## src/wdt_pkg.sv

```systemverilog
// constants shared by the windowed watchdog design
package wdt_pkg;
  localparam int unsigned ADDR_W        = 8;
  localparam int unsigned DATA_W        = 8;
  localparam int unsigned CNT_W         = 17;
  localparam int unsigned SEL_W         = 3;
  localparam int unsigned WIN_W         = 2;
  localparam int unsigned BASE_EXP      = 10;
  // register offsets
  localparam logic [7:0]  OPTION_OFFS   = 8'h80;
  localparam logic [7:0]  RESTART_OFFS  = 8'h81;
  localparam logic [7:0]  OSC_MODE_OFFS = 8'h82;
  localparam logic [7:0]  STATUS_OFFS   = 8'h83;
  localparam logic [7:0]  MASK_OFFS     = 8'h84;
  localparam logic [7:0]  CNT_LO_OFFS   = 8'h85;
  localparam logic [7:0]  CNT_MID_OFFS  = 8'h86;
  localparam logic [7:0]  CNT_HI_OFFS   = 8'h87;
  // option byte fields
  localparam int unsigned OPT_KEEP_BIT  = 0;
  localparam int unsigned OPT_SEL_LSB   = 1;
  localparam int unsigned OPT_WIN_LSB   = 5;
  localparam logic [7:0]  OPTION_RST    = 8'h0e;
  // oscillator mode register field
  localparam int unsigned OSC_STOP_BIT  = 1;
  // restart key
  localparam logic [7:0]  RESTART_KEY   = 8'hac;
  // status bits
  localparam int unsigned NUM_EVT       = 3;
  localparam int unsigned EVT_RESTART   = 0;
  localparam int unsigned EVT_BAD_WR    = 1;
  localparam int unsigned EVT_OVERFLOW  = 2;
  localparam logic [7:0]  ZERO_BYTE     = 8'h00;
  typedef enum logic [1:0] {WDT_WIN_25, WDT_WIN_50, WDT_WIN_75, WDT_WIN_100} wdt_win_t;
endpackage

```

## src/wdt_sync.sv

```systemverilog
// two-stage synchroniser with rising-edge pulse
`timescale 1ns/10ps
module wdt_sync
  import wdt_pkg::*;
(
  input  wire logic clk_sys,
  input  wire logic srst,
  input  wire logic async_in,
  output logic      rise_pulse
);
  logic meta_reg;
  logic sync_reg;
  logic last_reg;
  logic meta_next;
  logic sync_next;
  logic last_next;

  // next values: only the second stage feeds the edge detector
  always_comb begin
    meta_next  = async_in;
    sync_next  = meta_reg;
    last_next  = sync_reg;
    rise_pulse = sync_reg & ~last_reg;
  end

  // stage registers
  always_ff @(posedge clk_sys) begin
    if (srst) begin
      meta_reg <= 1'b0;
      sync_reg <= 1'b0;
      last_reg <= 1'b0;
    end else begin
      meta_reg <= meta_next;
      sync_reg <= sync_next;
      last_reg <= last_next;
    end
  end
endmodule

```

## src/wdt_limit.sv

```systemverilog
// overflow and window-open thresholds from the option fields
`timescale 1ns/10ps
module wdt_limit
  import wdt_pkg::*;
#(
  parameter int unsigned CW = CNT_W
) (
  input  wire logic [SEL_W-1:0] overflow_sel,
  input  wire logic [WIN_W-1:0] window_size,
  output logic [CW-1:0]         last_count,
  output logic [CW-1:0]         open_from
);
  logic [CW:0]   period;
  logic [CW-1:0] quarter;
  logic [1:0]    closed_q;

  // period doubles per select step, open part counted in quarters
  always_comb begin
    period     = (CW+1)'(1) << (BASE_EXP + int'(overflow_sel));
    last_count = CW'(period - (CW+1)'(1));
    quarter    = CW'(period >> 2);
    closed_q   = 2'(3 - int'(window_size));
    open_from  = CW'(quarter * closed_q);
  end
endmodule

```

## src/wdt_top.sv

```systemverilog
// windowed watchdog timer: counter, window check, registers, interrupt
//
// Functional notes
// - overflow select from option byte bits 3..1
// - overflow without restart raises internal reset
// - key 0xac in open window restarts count
// - select codes give 2^10..2^17 oscillator cycles
// - counting continues during flash self-programming
// - open window 25/50/75/100 percent, closed first
// - count on low-speed oscillator clock rising edges
// - keep option 0 halts count in halt/stop
// - oscillator stop with keep 0 freezes count
//
// The strobed register port and the register addresses were left to the implementer.
`timescale 1ns/10ps
module wdt_top
  import wdt_pkg::*;
#(
  parameter int unsigned CW = CNT_W
) (
  input  wire logic              clk_sys,
  input  wire logic              srst,
  input  wire logic              low_speed_osc_clock,
  input  wire logic              halt_mode,
  input  wire logic              stop_mode,
  input  wire logic              flash_busy,
  input  wire logic [ADDR_W-1:0] reg_addr,
  input  wire logic [DATA_W-1:0] reg_wdata,
  input  wire logic              reg_wr,
  input  wire logic              reg_rd,
  output logic      [DATA_W-1:0] reg_rdata,
  output logic                   wdt_reset_out,
  output logic                   window_open_out,
  output logic                   irq
);
  // tick and thresholds
  logic              osc_tick;
  logic [CW-1:0]     last_count;
  logic [CW-1:0]     open_from;

  // register state and next values
  logic [DATA_W-1:0] option_reg;
  logic [DATA_W-1:0] option_next;
  logic [DATA_W-1:0] osc_mode_reg;
  logic [DATA_W-1:0] osc_mode_next;
  logic [CW-1:0]     cnt_reg;
  logic [CW-1:0]     cnt_next;
  logic [NUM_EVT-1:0] status_reg;
  logic [NUM_EVT-1:0] status_next;
  logic [NUM_EVT-1:0] mask_reg;
  logic [NUM_EVT-1:0] mask_next;
  // output flops and next values
  logic [DATA_W-1:0] rdata_reg;
  logic [DATA_W-1:0] rdata_next;
  logic              reset_reg;
  logic              reset_next;
  logic              open_reg;
  logic              open_next;
  logic              irq_reg;
  logic              irq_next;

  // decoded option and oscillator mode fields
  logic [SEL_W-1:0]  overflow_sel;
  logic [WIN_W-1:0]  window_size;
  logic              low_speed_osc_keep_on;
  logic              low_speed_osc_stop;
  // counting, window and event terms
  logic              count_enable;
  logic              window_is_open;
  logic              key_write;
  logic              good_restart;
  logic              bad_write;
  logic              overflow;
  logic [NUM_EVT-1:0] evt;
  logic [NUM_EVT-1:0] clr;

  // counter bytes as seen on the byte-wide read port
  localparam int unsigned CNT_BYTES = (CW + DATA_W - 1) / DATA_W;
  localparam int unsigned BYTE_LO   = 0;
  localparam int unsigned BYTE_MID  = 1;
  localparam int unsigned BYTE_HI   = 2;
  logic [CNT_BYTES*DATA_W-1:0] cnt_wide;
  logic [DATA_W-1:0]           cnt_byte [CNT_BYTES];

  // oscillator edges cross into the system clock
  // oscillator edge tick
  wdt_sync u_osc_sync (
    .clk_sys    (clk_sys),
    .srst       (srst),
    .async_in   (low_speed_osc_clock),
    .rise_pulse (osc_tick)
  );

  // thresholds for the selected period and window
  // period from select code
  wdt_limit #(
    .CW (CW)
  ) u_limit (
    .overflow_sel (overflow_sel),
    .window_size  (window_size),
    .last_count   (last_count),
    .open_from    (open_from)
  );

  // option byte and oscillator mode fields
  always_comb begin
    overflow_sel          = option_reg[OPT_SEL_LSB +: SEL_W];
    window_size           = option_reg[OPT_WIN_LSB +: WIN_W];
    low_speed_osc_keep_on = option_reg[OPT_KEEP_BIT];
    low_speed_osc_stop    = osc_mode_reg[OSC_STOP_BIT];
  end

  // counting gate for power modes and stopped oscillator
  always_comb begin
    // tick counts unless a pause source holds it
    count_enable = osc_tick;
    if (!low_speed_osc_keep_on && (halt_mode || stop_mode)) begin
      count_enable = 1'b0;
    end
    if (!low_speed_osc_keep_on && low_speed_osc_stop) begin
      count_enable = 1'b0;
    end
    // flash activity never gates the count
    if (flash_busy && low_speed_osc_keep_on) begin
      count_enable = count_enable | osc_tick;
    end
  end

  // window state from the running count
  always_comb begin
    window_is_open = (window_size == WDT_WIN_100) || (cnt_reg >= open_from);
  end

  // restart decode and overflow detect
  always_comb begin
    key_write      = reg_wr && (reg_addr == RESTART_OFFS);
    good_restart   = key_write && (reg_wdata == RESTART_KEY) && window_is_open;
    bad_write      = key_write && !good_restart;
    // overflow at or past last count with tick
    overflow       = count_enable && (cnt_reg >= last_count) && !good_restart;
  end

  // counter next value
  always_comb begin
    cnt_next = cnt_reg;
    if (good_restart || overflow) begin
      cnt_next = '0;
    end else if (count_enable) begin
      cnt_next = cnt_reg + CW'(1);
    end
  end

  // software writable registers
  always_comb begin
    option_next   = option_reg;
    osc_mode_next = osc_mode_reg;
    mask_next     = mask_reg;
    if (reg_wr) begin
      unique case (reg_addr)
        OPTION_OFFS:   option_next   = reg_wdata;
        OSC_MODE_OFFS: osc_mode_next = reg_wdata;
        MASK_OFFS:     mask_next     = reg_wdata[NUM_EVT-1:0];
        default:       option_next   = option_reg;
      endcase
    end
  end

  // sticky status, write one to clear, set beats clear
  always_comb begin
    evt[EVT_RESTART]  = good_restart;
    evt[EVT_BAD_WR]   = bad_write;
    evt[EVT_OVERFLOW] = overflow;
    clr               = '0;
    if (reg_wr && (reg_addr == STATUS_OFFS)) begin
      clr = reg_wdata[NUM_EVT-1:0];
    end
  end

  // sticky flags, one per event
  genvar gi;
  generate
    for (gi = 0; gi < NUM_EVT; gi = gi + 1) begin : g_evt
      // one sticky flag per event
      always_comb begin
        status_next[gi] = evt[gi] | (status_reg[gi] & ~clr[gi]);
      end
    end
  endgenerate

  // count padded to whole bytes
  always_comb begin
    cnt_wide = (CNT_BYTES*DATA_W)'(cnt_reg);
  end

  // one read slice per counter byte
  genvar bi;
  generate
    for (bi = 0; bi < CNT_BYTES; bi = bi + 1) begin : g_cnt_byte
      always_comb begin
        cnt_byte[bi] = cnt_wide[bi*DATA_W +: DATA_W];
      end
    end
  endgenerate

  // read data, answered in the cycle after the strobe
  always_comb begin
    rdata_next = ZERO_BYTE;
    if (reg_rd) begin
      unique case (reg_addr)
        OPTION_OFFS:   rdata_next = option_reg;
        OSC_MODE_OFFS: rdata_next = osc_mode_reg;
        STATUS_OFFS:   rdata_next = DATA_W'(status_reg);
        MASK_OFFS:     rdata_next = DATA_W'(mask_reg);
        CNT_LO_OFFS:   rdata_next = cnt_byte[BYTE_LO];
        CNT_MID_OFFS:  rdata_next = cnt_byte[BYTE_MID];
        CNT_HI_OFFS:   rdata_next = cnt_byte[BYTE_HI];
        default:       rdata_next = ZERO_BYTE;
      endcase
    end
  end

  // internal reset request one cycle after overflow
  always_comb begin
    reset_next = overflow;
  end

  // window flag tracks the count it will sit beside
  always_comb begin
    open_next = (window_size == WDT_WIN_100) || (cnt_next >= open_from);
  end

  // level interrupt from unmasked sticky flags
  always_comb begin
    irq_next = |(status_next & mask_next);
  end

  // counter register
  always_ff @(posedge clk_sys) begin
    if (srst) begin
      cnt_reg <= '0;
    end else begin
      cnt_reg <= cnt_next;
    end
  end

  // option byte and oscillator mode registers
  always_ff @(posedge clk_sys) begin
    if (srst) begin
      option_reg   <= OPTION_RST;
      osc_mode_reg <= ZERO_BYTE;
    end else begin
      option_reg   <= option_next;
      osc_mode_reg <= osc_mode_next;
    end
  end

  // sticky status and mask registers
  always_ff @(posedge clk_sys) begin
    if (srst) begin
      status_reg <= '0;
      mask_reg   <= '0;
    end else begin
      status_reg <= status_next;
      mask_reg   <= mask_next;
    end
  end

  // read data register, zero outside a read answer
  always_ff @(posedge clk_sys) begin
    if (srst) begin
      rdata_reg <= ZERO_BYTE;
    end else begin
      rdata_reg <= rdata_next;
    end
  end

  // output flags
  always_ff @(posedge clk_sys) begin
    if (srst) begin
      reset_reg <= 1'b0;
      open_reg  <= 1'b0;
      irq_reg   <= 1'b0;
    end else begin
      reset_reg <= reset_next;
      open_reg  <= open_next;
      irq_reg   <= irq_next;
    end
  end

  // port drive
  assign reg_rdata       = rdata_reg;
  assign wdt_reset_out   = reset_reg;
  assign window_open_out = open_reg;
  assign irq             = irq_reg;
endmodule

```

## config.mk

```make
export PLATFORM = sky130hd
export DESIGN_NAME = wdt_top
export DESIGN_NICKNAME = d
export VERILOG_FILES = /design/src/wdt_pkg.sv /design/src/wdt_sync.sv /design/src/wdt_limit.sv /design/src/wdt_top.sv
export SDC_FILE = /design/constraint.sdc
export NUM_CORES = 1
export LEC_CHECK = 0
export BUFFER_PORTS_ARGS = -buffer_cell sky130_fd_sc_hd__buf_2
export CORE_ASPECT_RATIO = 1.2
export CORE_MARGIN = 2
export CORE_UTILIZATION = 45
export DETAILED_ROUTE_END_ITERATION = 6
export HOLD_SLACK_MARGIN = 0.15
export SLEW_MARGIN = 20
export SYNTH_ARGS = -nofsm -noshare
export SYNTH_HDL_FRONTEND = slang
export SYNTH_HIERARCHICAL = 1
export SYNTH_SLANG_ARGS = --single-unit
```

## constraint.sdc

```tcl
create_clock -name clk_sys -period 9.92 [get_ports clk_sys]
set_clock_uncertainty 0.1 [all_clocks]
set_input_delay 0.992 -clock clk_sys [delete_from_list [all_inputs] [get_ports clk_sys]]
set_output_delay 0.992 -clock clk_sys [all_outputs]
set_load 0.1 [all_outputs]
```

Word level (Yosys, flattened, before mapping) --
Cells that the tools add are included.
Operators by class: magnitude comparators 3, multiply operators 1, add/subtract/negate cells 4, eq/ne operators 10, bitwise operators 14, mux-type cells 9, shift operators 1, reductions and logical operators 20
Operators with widths (count):
- $eq 8x8->1 const B | 9
- $pmux 8 s7 | 1
- $ge 17x17->1 | 3
- $mux 17 | 2
- $shl 1x5->18 const A | 1
- $add 17x1->17 const B | 1
- $mul 16x2->17 | 1
- $sub 17x1->17 const B | 1
- $logic_and 1x1->1 | 10
- $mux 3 | 3
- $add 4x3->5 const A | 1
- $not 1->1 | 5
- $and 1x1->1 | 4
- $logic_or 1x1->1 | 4
- $or 1x1->1 | 4
- $reduce_and 2->1 | 2
- $and 3x3->3 | 1
- $mux 1 | 3
- $reduce_or 3->1 | 1
- $eq 2x2->1 const B | 1
- $logic_not 1->1 | 2
- $reduce_or 2->1 | 1
- $sub 2x2->2 const A | 1
Word-level totals: bits in registers 53, word-level logic and storage cells 74, output and inout bits 11, input port bits 24

Depth between registers and ports, before layout --
word-level depth 12, gate-level depth with buffers 29, gate-level depth less buffers 26

Hierarchy --
The synthesis kept the hierarchy.
By module, submodules not included:
- wdt_top | instances 1, cells an instance 445, area an instance 3673.5 um^2, sequential area each 1001.0 um^2
- wdt_limit | instances 1, cells an instance 159, area an instance 1064.8 um^2, sequential area each 0.0 um^2
- wdt_sync | instances 1, cells an instance 7, area an instance 87.6 um^2, sequential area each 60.1 um^2

Worst setup path before layout --
Ideal clock, no wire load.
path type register to register, start point register option_reg[2], end point register open_reg (netlist: window_open_out), stages on the path, launching flop included 30, data required time 9683 ps, path slack 3982 ps, clock period less this slack 5938 ps, arrival time 5701 ps, path buffers 3, setup time 137 ps, path through dfxtp_1 > inv_1 > ha_1 > inv_1 > or3_1 > nor2_1 > ha_1 > clkbuf_1 > a21oi_1 > o21ai_0 > a311oi_1 > o21ai_0 > xor2_1 > inv_1 > ha_1 > nand4_2 > nor4_2 > a21bo_1 > a311o_1 > buf_6 > o21ai_2 > buf_4 > nor2_1 > ha_1 > a21o_1 > a21o_1 > a211oi_1 > o211ai_1 > a21oi_1 > a211oi_1
On the way: longest elaborated chain between the ends 12, elaborated cells between the ends (all ways) 15, classes of those cells 2 x add/sub; 1 x mul; 3 x order compare; 1 x shift; 1 x mux; 7 x reduce/logical
Ends and longest elaborated chain:
- from (decl) | line wdt_top.sv:42 | logic [DATA_W-1:0] option_reg;
- from (signal assigned) | line wdt_top.sv:252 | option_reg <= option_next;
- $add 4x3->5 (*) | line wdt_limit.sv:19 | period = (CW+1)'(1) << (BASE_EXP + int'(overflow_sel));
- $shl 1x5->18 (*) | line wdt_limit.sv:19
- $mul 16x2->17 (*) | line wdt_limit.sv:23 | open_from = CW'(quarter * closed_q);
- named net open_from[15] | line wdt_top.sv:39 | logic [CW-1:0] open_from;
- $ge 17x17->1 (*) | line wdt_top.sv:131 | window_is_open = (window_size == WDT_WIN_100) || (cnt_reg >= open_from);
- $logic_or 1x1->1 (*) | line wdt_top.sv:131
- $logic_and 1x1->1 (*) | line wdt_top.sv:137 | good_restart = key_write && (reg_wdata == RESTART_KEY) && window_is_open;
- $logic_not 1->1 | line wdt_top.sv:140 | overflow = count_enable && (cnt_reg >= last_count) && !good_restart;
- $logic_and 1x1->1 | line wdt_top.sv:140
- $logic_or 1x1->1 (*) | line wdt_top.sv:146 | if (good_restart || overflow) begin
- $mux 17 (*) | line wdt_top.sv:146
- named net cnt_next[10] | line wdt_top.sv:47 | logic [CW-1:0] cnt_next;
- $ge 17x17->1 (*) | line wdt_top.sv:229 | open_next = (window_size == WDT_WIN_100) || (cnt_next >= open_from);
- $logic_or 1x1->1 (*) | line wdt_top.sv:229
- to (signal assigned) | line wdt_top.sv:285 | open_reg <= open_next;
- to (decl) | line wdt_top.sv:57 | logic open_reg;
The timed path passes the listed nets; every way through them passes the cells marked *. A chain may end at the register's enable or synchronous reset.

Final worst setup path --
Same ends and word-level chain as after synthesis.

==> impl_metrics.py <==
metrics = {
    "status": {
        "status": "finished clean",
    },
    "grt": {
        "track_usage_pct": 21.4,
        "gr-usage-met1_pct": 24.7,
        "grt_pass1_vias": 4216,
        "grt_pass1_wl_um": 20400,
        "gr-total-overflow": 0,
        "grt_max_degree": 31,
        "grt_antenna_before_repair": 0,
        "grt_busiest_layer": "met2",
        "met3_usage_pct": 2.80,
        "use_met2_pct": 38.5,
    },
    "cts": {
        "cts.sinks": 53,
        "cts_root_buffer": "clkbuf_16",
        "cts_made_buffers": 5,
        "cts_tree": "built",
        "cts_resized": 0,
        "postCtsSetupRepairBufs": 0,
        "clk_latency_ns": 0.30,
        "htreeDepth": 2,
        "clockBufferDepth": 2,
        "hold_buffers": 0,
        "clkTransAtPathRegs_ns": 0.07,
    },
    "floorplanning": {
        "die_w_um": 98.5,
        "core_area_um2": 10500,
        "ios": 35,
        "start_util_pct": 46.1,
        "die_y_um": 117,
        "num_rows": 41,
        "fp.dieArea_um2": 11600,
    },
    "pwr": {
        "combPwrFrac_pct": 12.6,
        "clock_power_share_pct": 39.3,
        "cellLeakagePower_nw": 2.66,
        "p_per_area_nw_per_um2": 85.2,
        "p_sw_uw": 115,
        "seq_power_share_pct": 48.1,
        "switching_share_pct": 25.9,
        "p_int_uw": 329,
        "vdd_drop_max_v": 0.000143,
    },
    "timing": {
        "rsz0062_at_grt": "no",
        "period_needed_ns": 7.10,
        "hold_viol": 0,
        "fmax_mhz": 141,
        "relSlewSlack_pct": 41.8,
        "timing.final.crit_share_pct": 71.6,
        "fin_setup_tns_ns": 0,
        "setup_viol_count_final": 0,
        "drv_slew": 0,
        "tightest_slew_ns": 0.869,
        "fin_ws_ns": 2.82,
    },
    "logic_synthesis": {
        "yosys_warnings": 6,
        "yosysUniqueCellTypes": 69,
        "synth_area_leader_cell": "dfxtp_1",
        "synth_top_area_share_pct": 22.0,
        "syn_area_um2": 4830,
        "syn_avg_cell_area_um2": 7.90,
        "synth_edf_count": 0,
        "ys_top_cells_by_area": "dfxtp_1 (22%), ha_1 (19%), nor2_1 (6.3%)",
        "synth_cells": 611,
        "ys_async_sr_fraction_pct": 0,
        "seq_area_frac_synth_pct": 22.0,
        "synth_flop_cell": "dfxtp_1",
        "synth_seq_cells": 53,
    },
    "final_layout": {
        "antennaDiodeCount": 0,
        "largest_reg_flops": 17,
        "final_layout_size_suffix_gt1_share_pct": 9.77,
        "nFillCells": 1105,
        "synthToLayoutAreaGrowth_pct": 8.12,
        "fin_cells": 774,
        "layout.nets": 741,
        "finalCoreUtilization_pct": 49.9,
    },
    "drt": {
        "viasPerCell": 5.65,
        "drt_iter0_drc": 194,
        "finalWirelength_um": 12400,
        "drc_errors": 0,
        "dr.pass1.iters": 5,
        "vias": 4373,
        "ant_nets": 0,
        "post_drt_wl_per_cell_um": 16.0,
    },
    "worst_hold_path": {
        "holdCritPathClass": "flop to flop",
    },
    "placed_design": {
        "hpwl_um": 9990,
        "pre_cts_slack_ns": 2.89,
        "place_inst": 766,
        "numPortBuffers": 33,
        "gp_congestion": 0.868,
    },
    "critical_path": {
        "slowest_stage": "dfxtp_1",
        "critPathMaxStageDelay_ns": 0.59,
        "crit_path_end_kind": "flop",
        "criticalPathCategory": "flop to flop",
        "cp.required_ns": 9.97,
        "path_common_cell": "ha_1",
        "worstSetupStartpointType": "flop",
        "crit_fanout": 12,
        "arrival_ns": 7.15,
    },
    "run": {
        "maxCapViolations": 0,
    },
}
-- cells in the mapped netlist, types with 4 or more instances --
cell type / number
xor2_1: 21
nor2b_1: 8
a21oi_1: 41
a31oi_1: 5
o21a_1: 6
nor3_1: 13
nand3_1: 23
clkbuf_1: 12
nand4_1: 12
a211oi_1: 5
or3_1: 6
ha_1: 72
and3_1: 6
a222oi_1: 5
nand2b_1: 6
xnor2_1: 11
a22oi_1: 4
inv_1: 45
buf_4: 10
o21ai_0: 18
a22o_1: 5
nand2_1: 55
mux2_2: 4
dfxtp_1: 53
mux2i_1: 14
a21o_1: 12
nor2_1: 81
-- final timing paths --
check | slack (ns) | startpoint | cells after the start | endpoint
worst max-delay path | 2.82 | option_reg[2]$_SDFFE_PP1P_ | 26 | window_open_out$_SDFF_PP0_
worst max register to register | 2.82 | option_reg[2]$_SDFFE_PP1P_ | 26 | window_open_out$_SDFF_PP0_
worst min-delay path | 0.34 | u_osc_sync/meta_reg$_SDFF_PP0_ | 1 | u_osc_sync/last_next$_SDFF_PP0_
worst min register to register | 0.34 | u_osc_sync/meta_reg$_SDFF_PP0_ | 1 | u_osc_sync/last_next$_SDFF_PP0_
-- cell type report --
class	instances	area [µm²]	area share, %
Multi-Input combinational cell	506	3510	67.4
Sequential cell	53	1060	20.3
Inverter	45	169	3.24
Timing Repair Buffer	33	165	3.17
Tap cell	129	161	3.09
Clock buffer	5	125	2.40
Clock inverter	3	21.3	0.408
-- kinds of logic after synthesis --
group           Yosys count  share of synthesized area [%]
compound gates          131                           19.0
simple gates            230                           23.4
buf+inv                  72                           6.74
xor+xnor                 32                           5.81
flops                    53                           22.0
fa+ha+maj                73                           19.1
mux                      18                           3.84
other cells               2                          0.156
-- per-layer routing --
| layer | vias to the layer above | wire length [µm] |
|---|---|---|
| met3 | 29 | 438 |
| met5 | - | 0 |
| li1 | 2212 | - |
| met4 | 0 | 517 |
| met2 | 97 | 6200 |
| met1 | 2035 | 5270 |
-- power groups by stage --
stage / sequential, mW / clock [mW] / combinational, mW
finish: 0.214 / 0.175 / 0.0560
global route: 0.214 / 0.186 / 0.0636
CTS: 0.214 / 0.178 / 0.0526
detailed placement: 0.219 / 0 / 0.0523
global placement: 0.219 / 0 / 0.0509
floorplan: 0.219 / 0 / 0.0427
-- layout by cell type, fill, tap and decap left out, types with 4 or more instances in the layout --
master,instances
xor2_1,21
or3_1,6
nand3_1,23
mux2i_1,14
o21a_1,6
a21oi_1,41
a222oi_1,5
nor2b_1,8
and3_1,6
ha_1,72
conb_1,22
o21ai_0,18
dfxtp_1,53
mux2_2,4
a31oi_1,5
a22o_1,5
a22oi_1,4
a211oi_1,5
nand2b_1,6
inv_1,45
xnor2_1,11
buf_2,33
nand2_1,55
nand4_1,12
clkbuf_16,5
a21o_1,12
nor3_1,13
nor2_1,81
-- critical path: cells and delay by family, from the launching register on --
family	cells	cell delay [ns]
fa+ha+maj	4	1.33
flops	1	0.59
xor+xnor	1	0.12
buf+inv	3	0.40
simple gates	3	0.77
compound gates	15	3.63
-- stage by stage --
step / area [µm²] / total power, mW / hold WS (ns)
finish: 5220 / 0.444 / 0.344
global route: 5220 / 0.463 / 0.360
CTS: 5220 / 0.444 / 0.352
detailed placement: 5070 / 0.271 / 0.337
global placement: 5070 / 0.270 / 0.328
floorplan: 4900 / 0.261 / 0.314
Power figures use the tool's default switching activity.
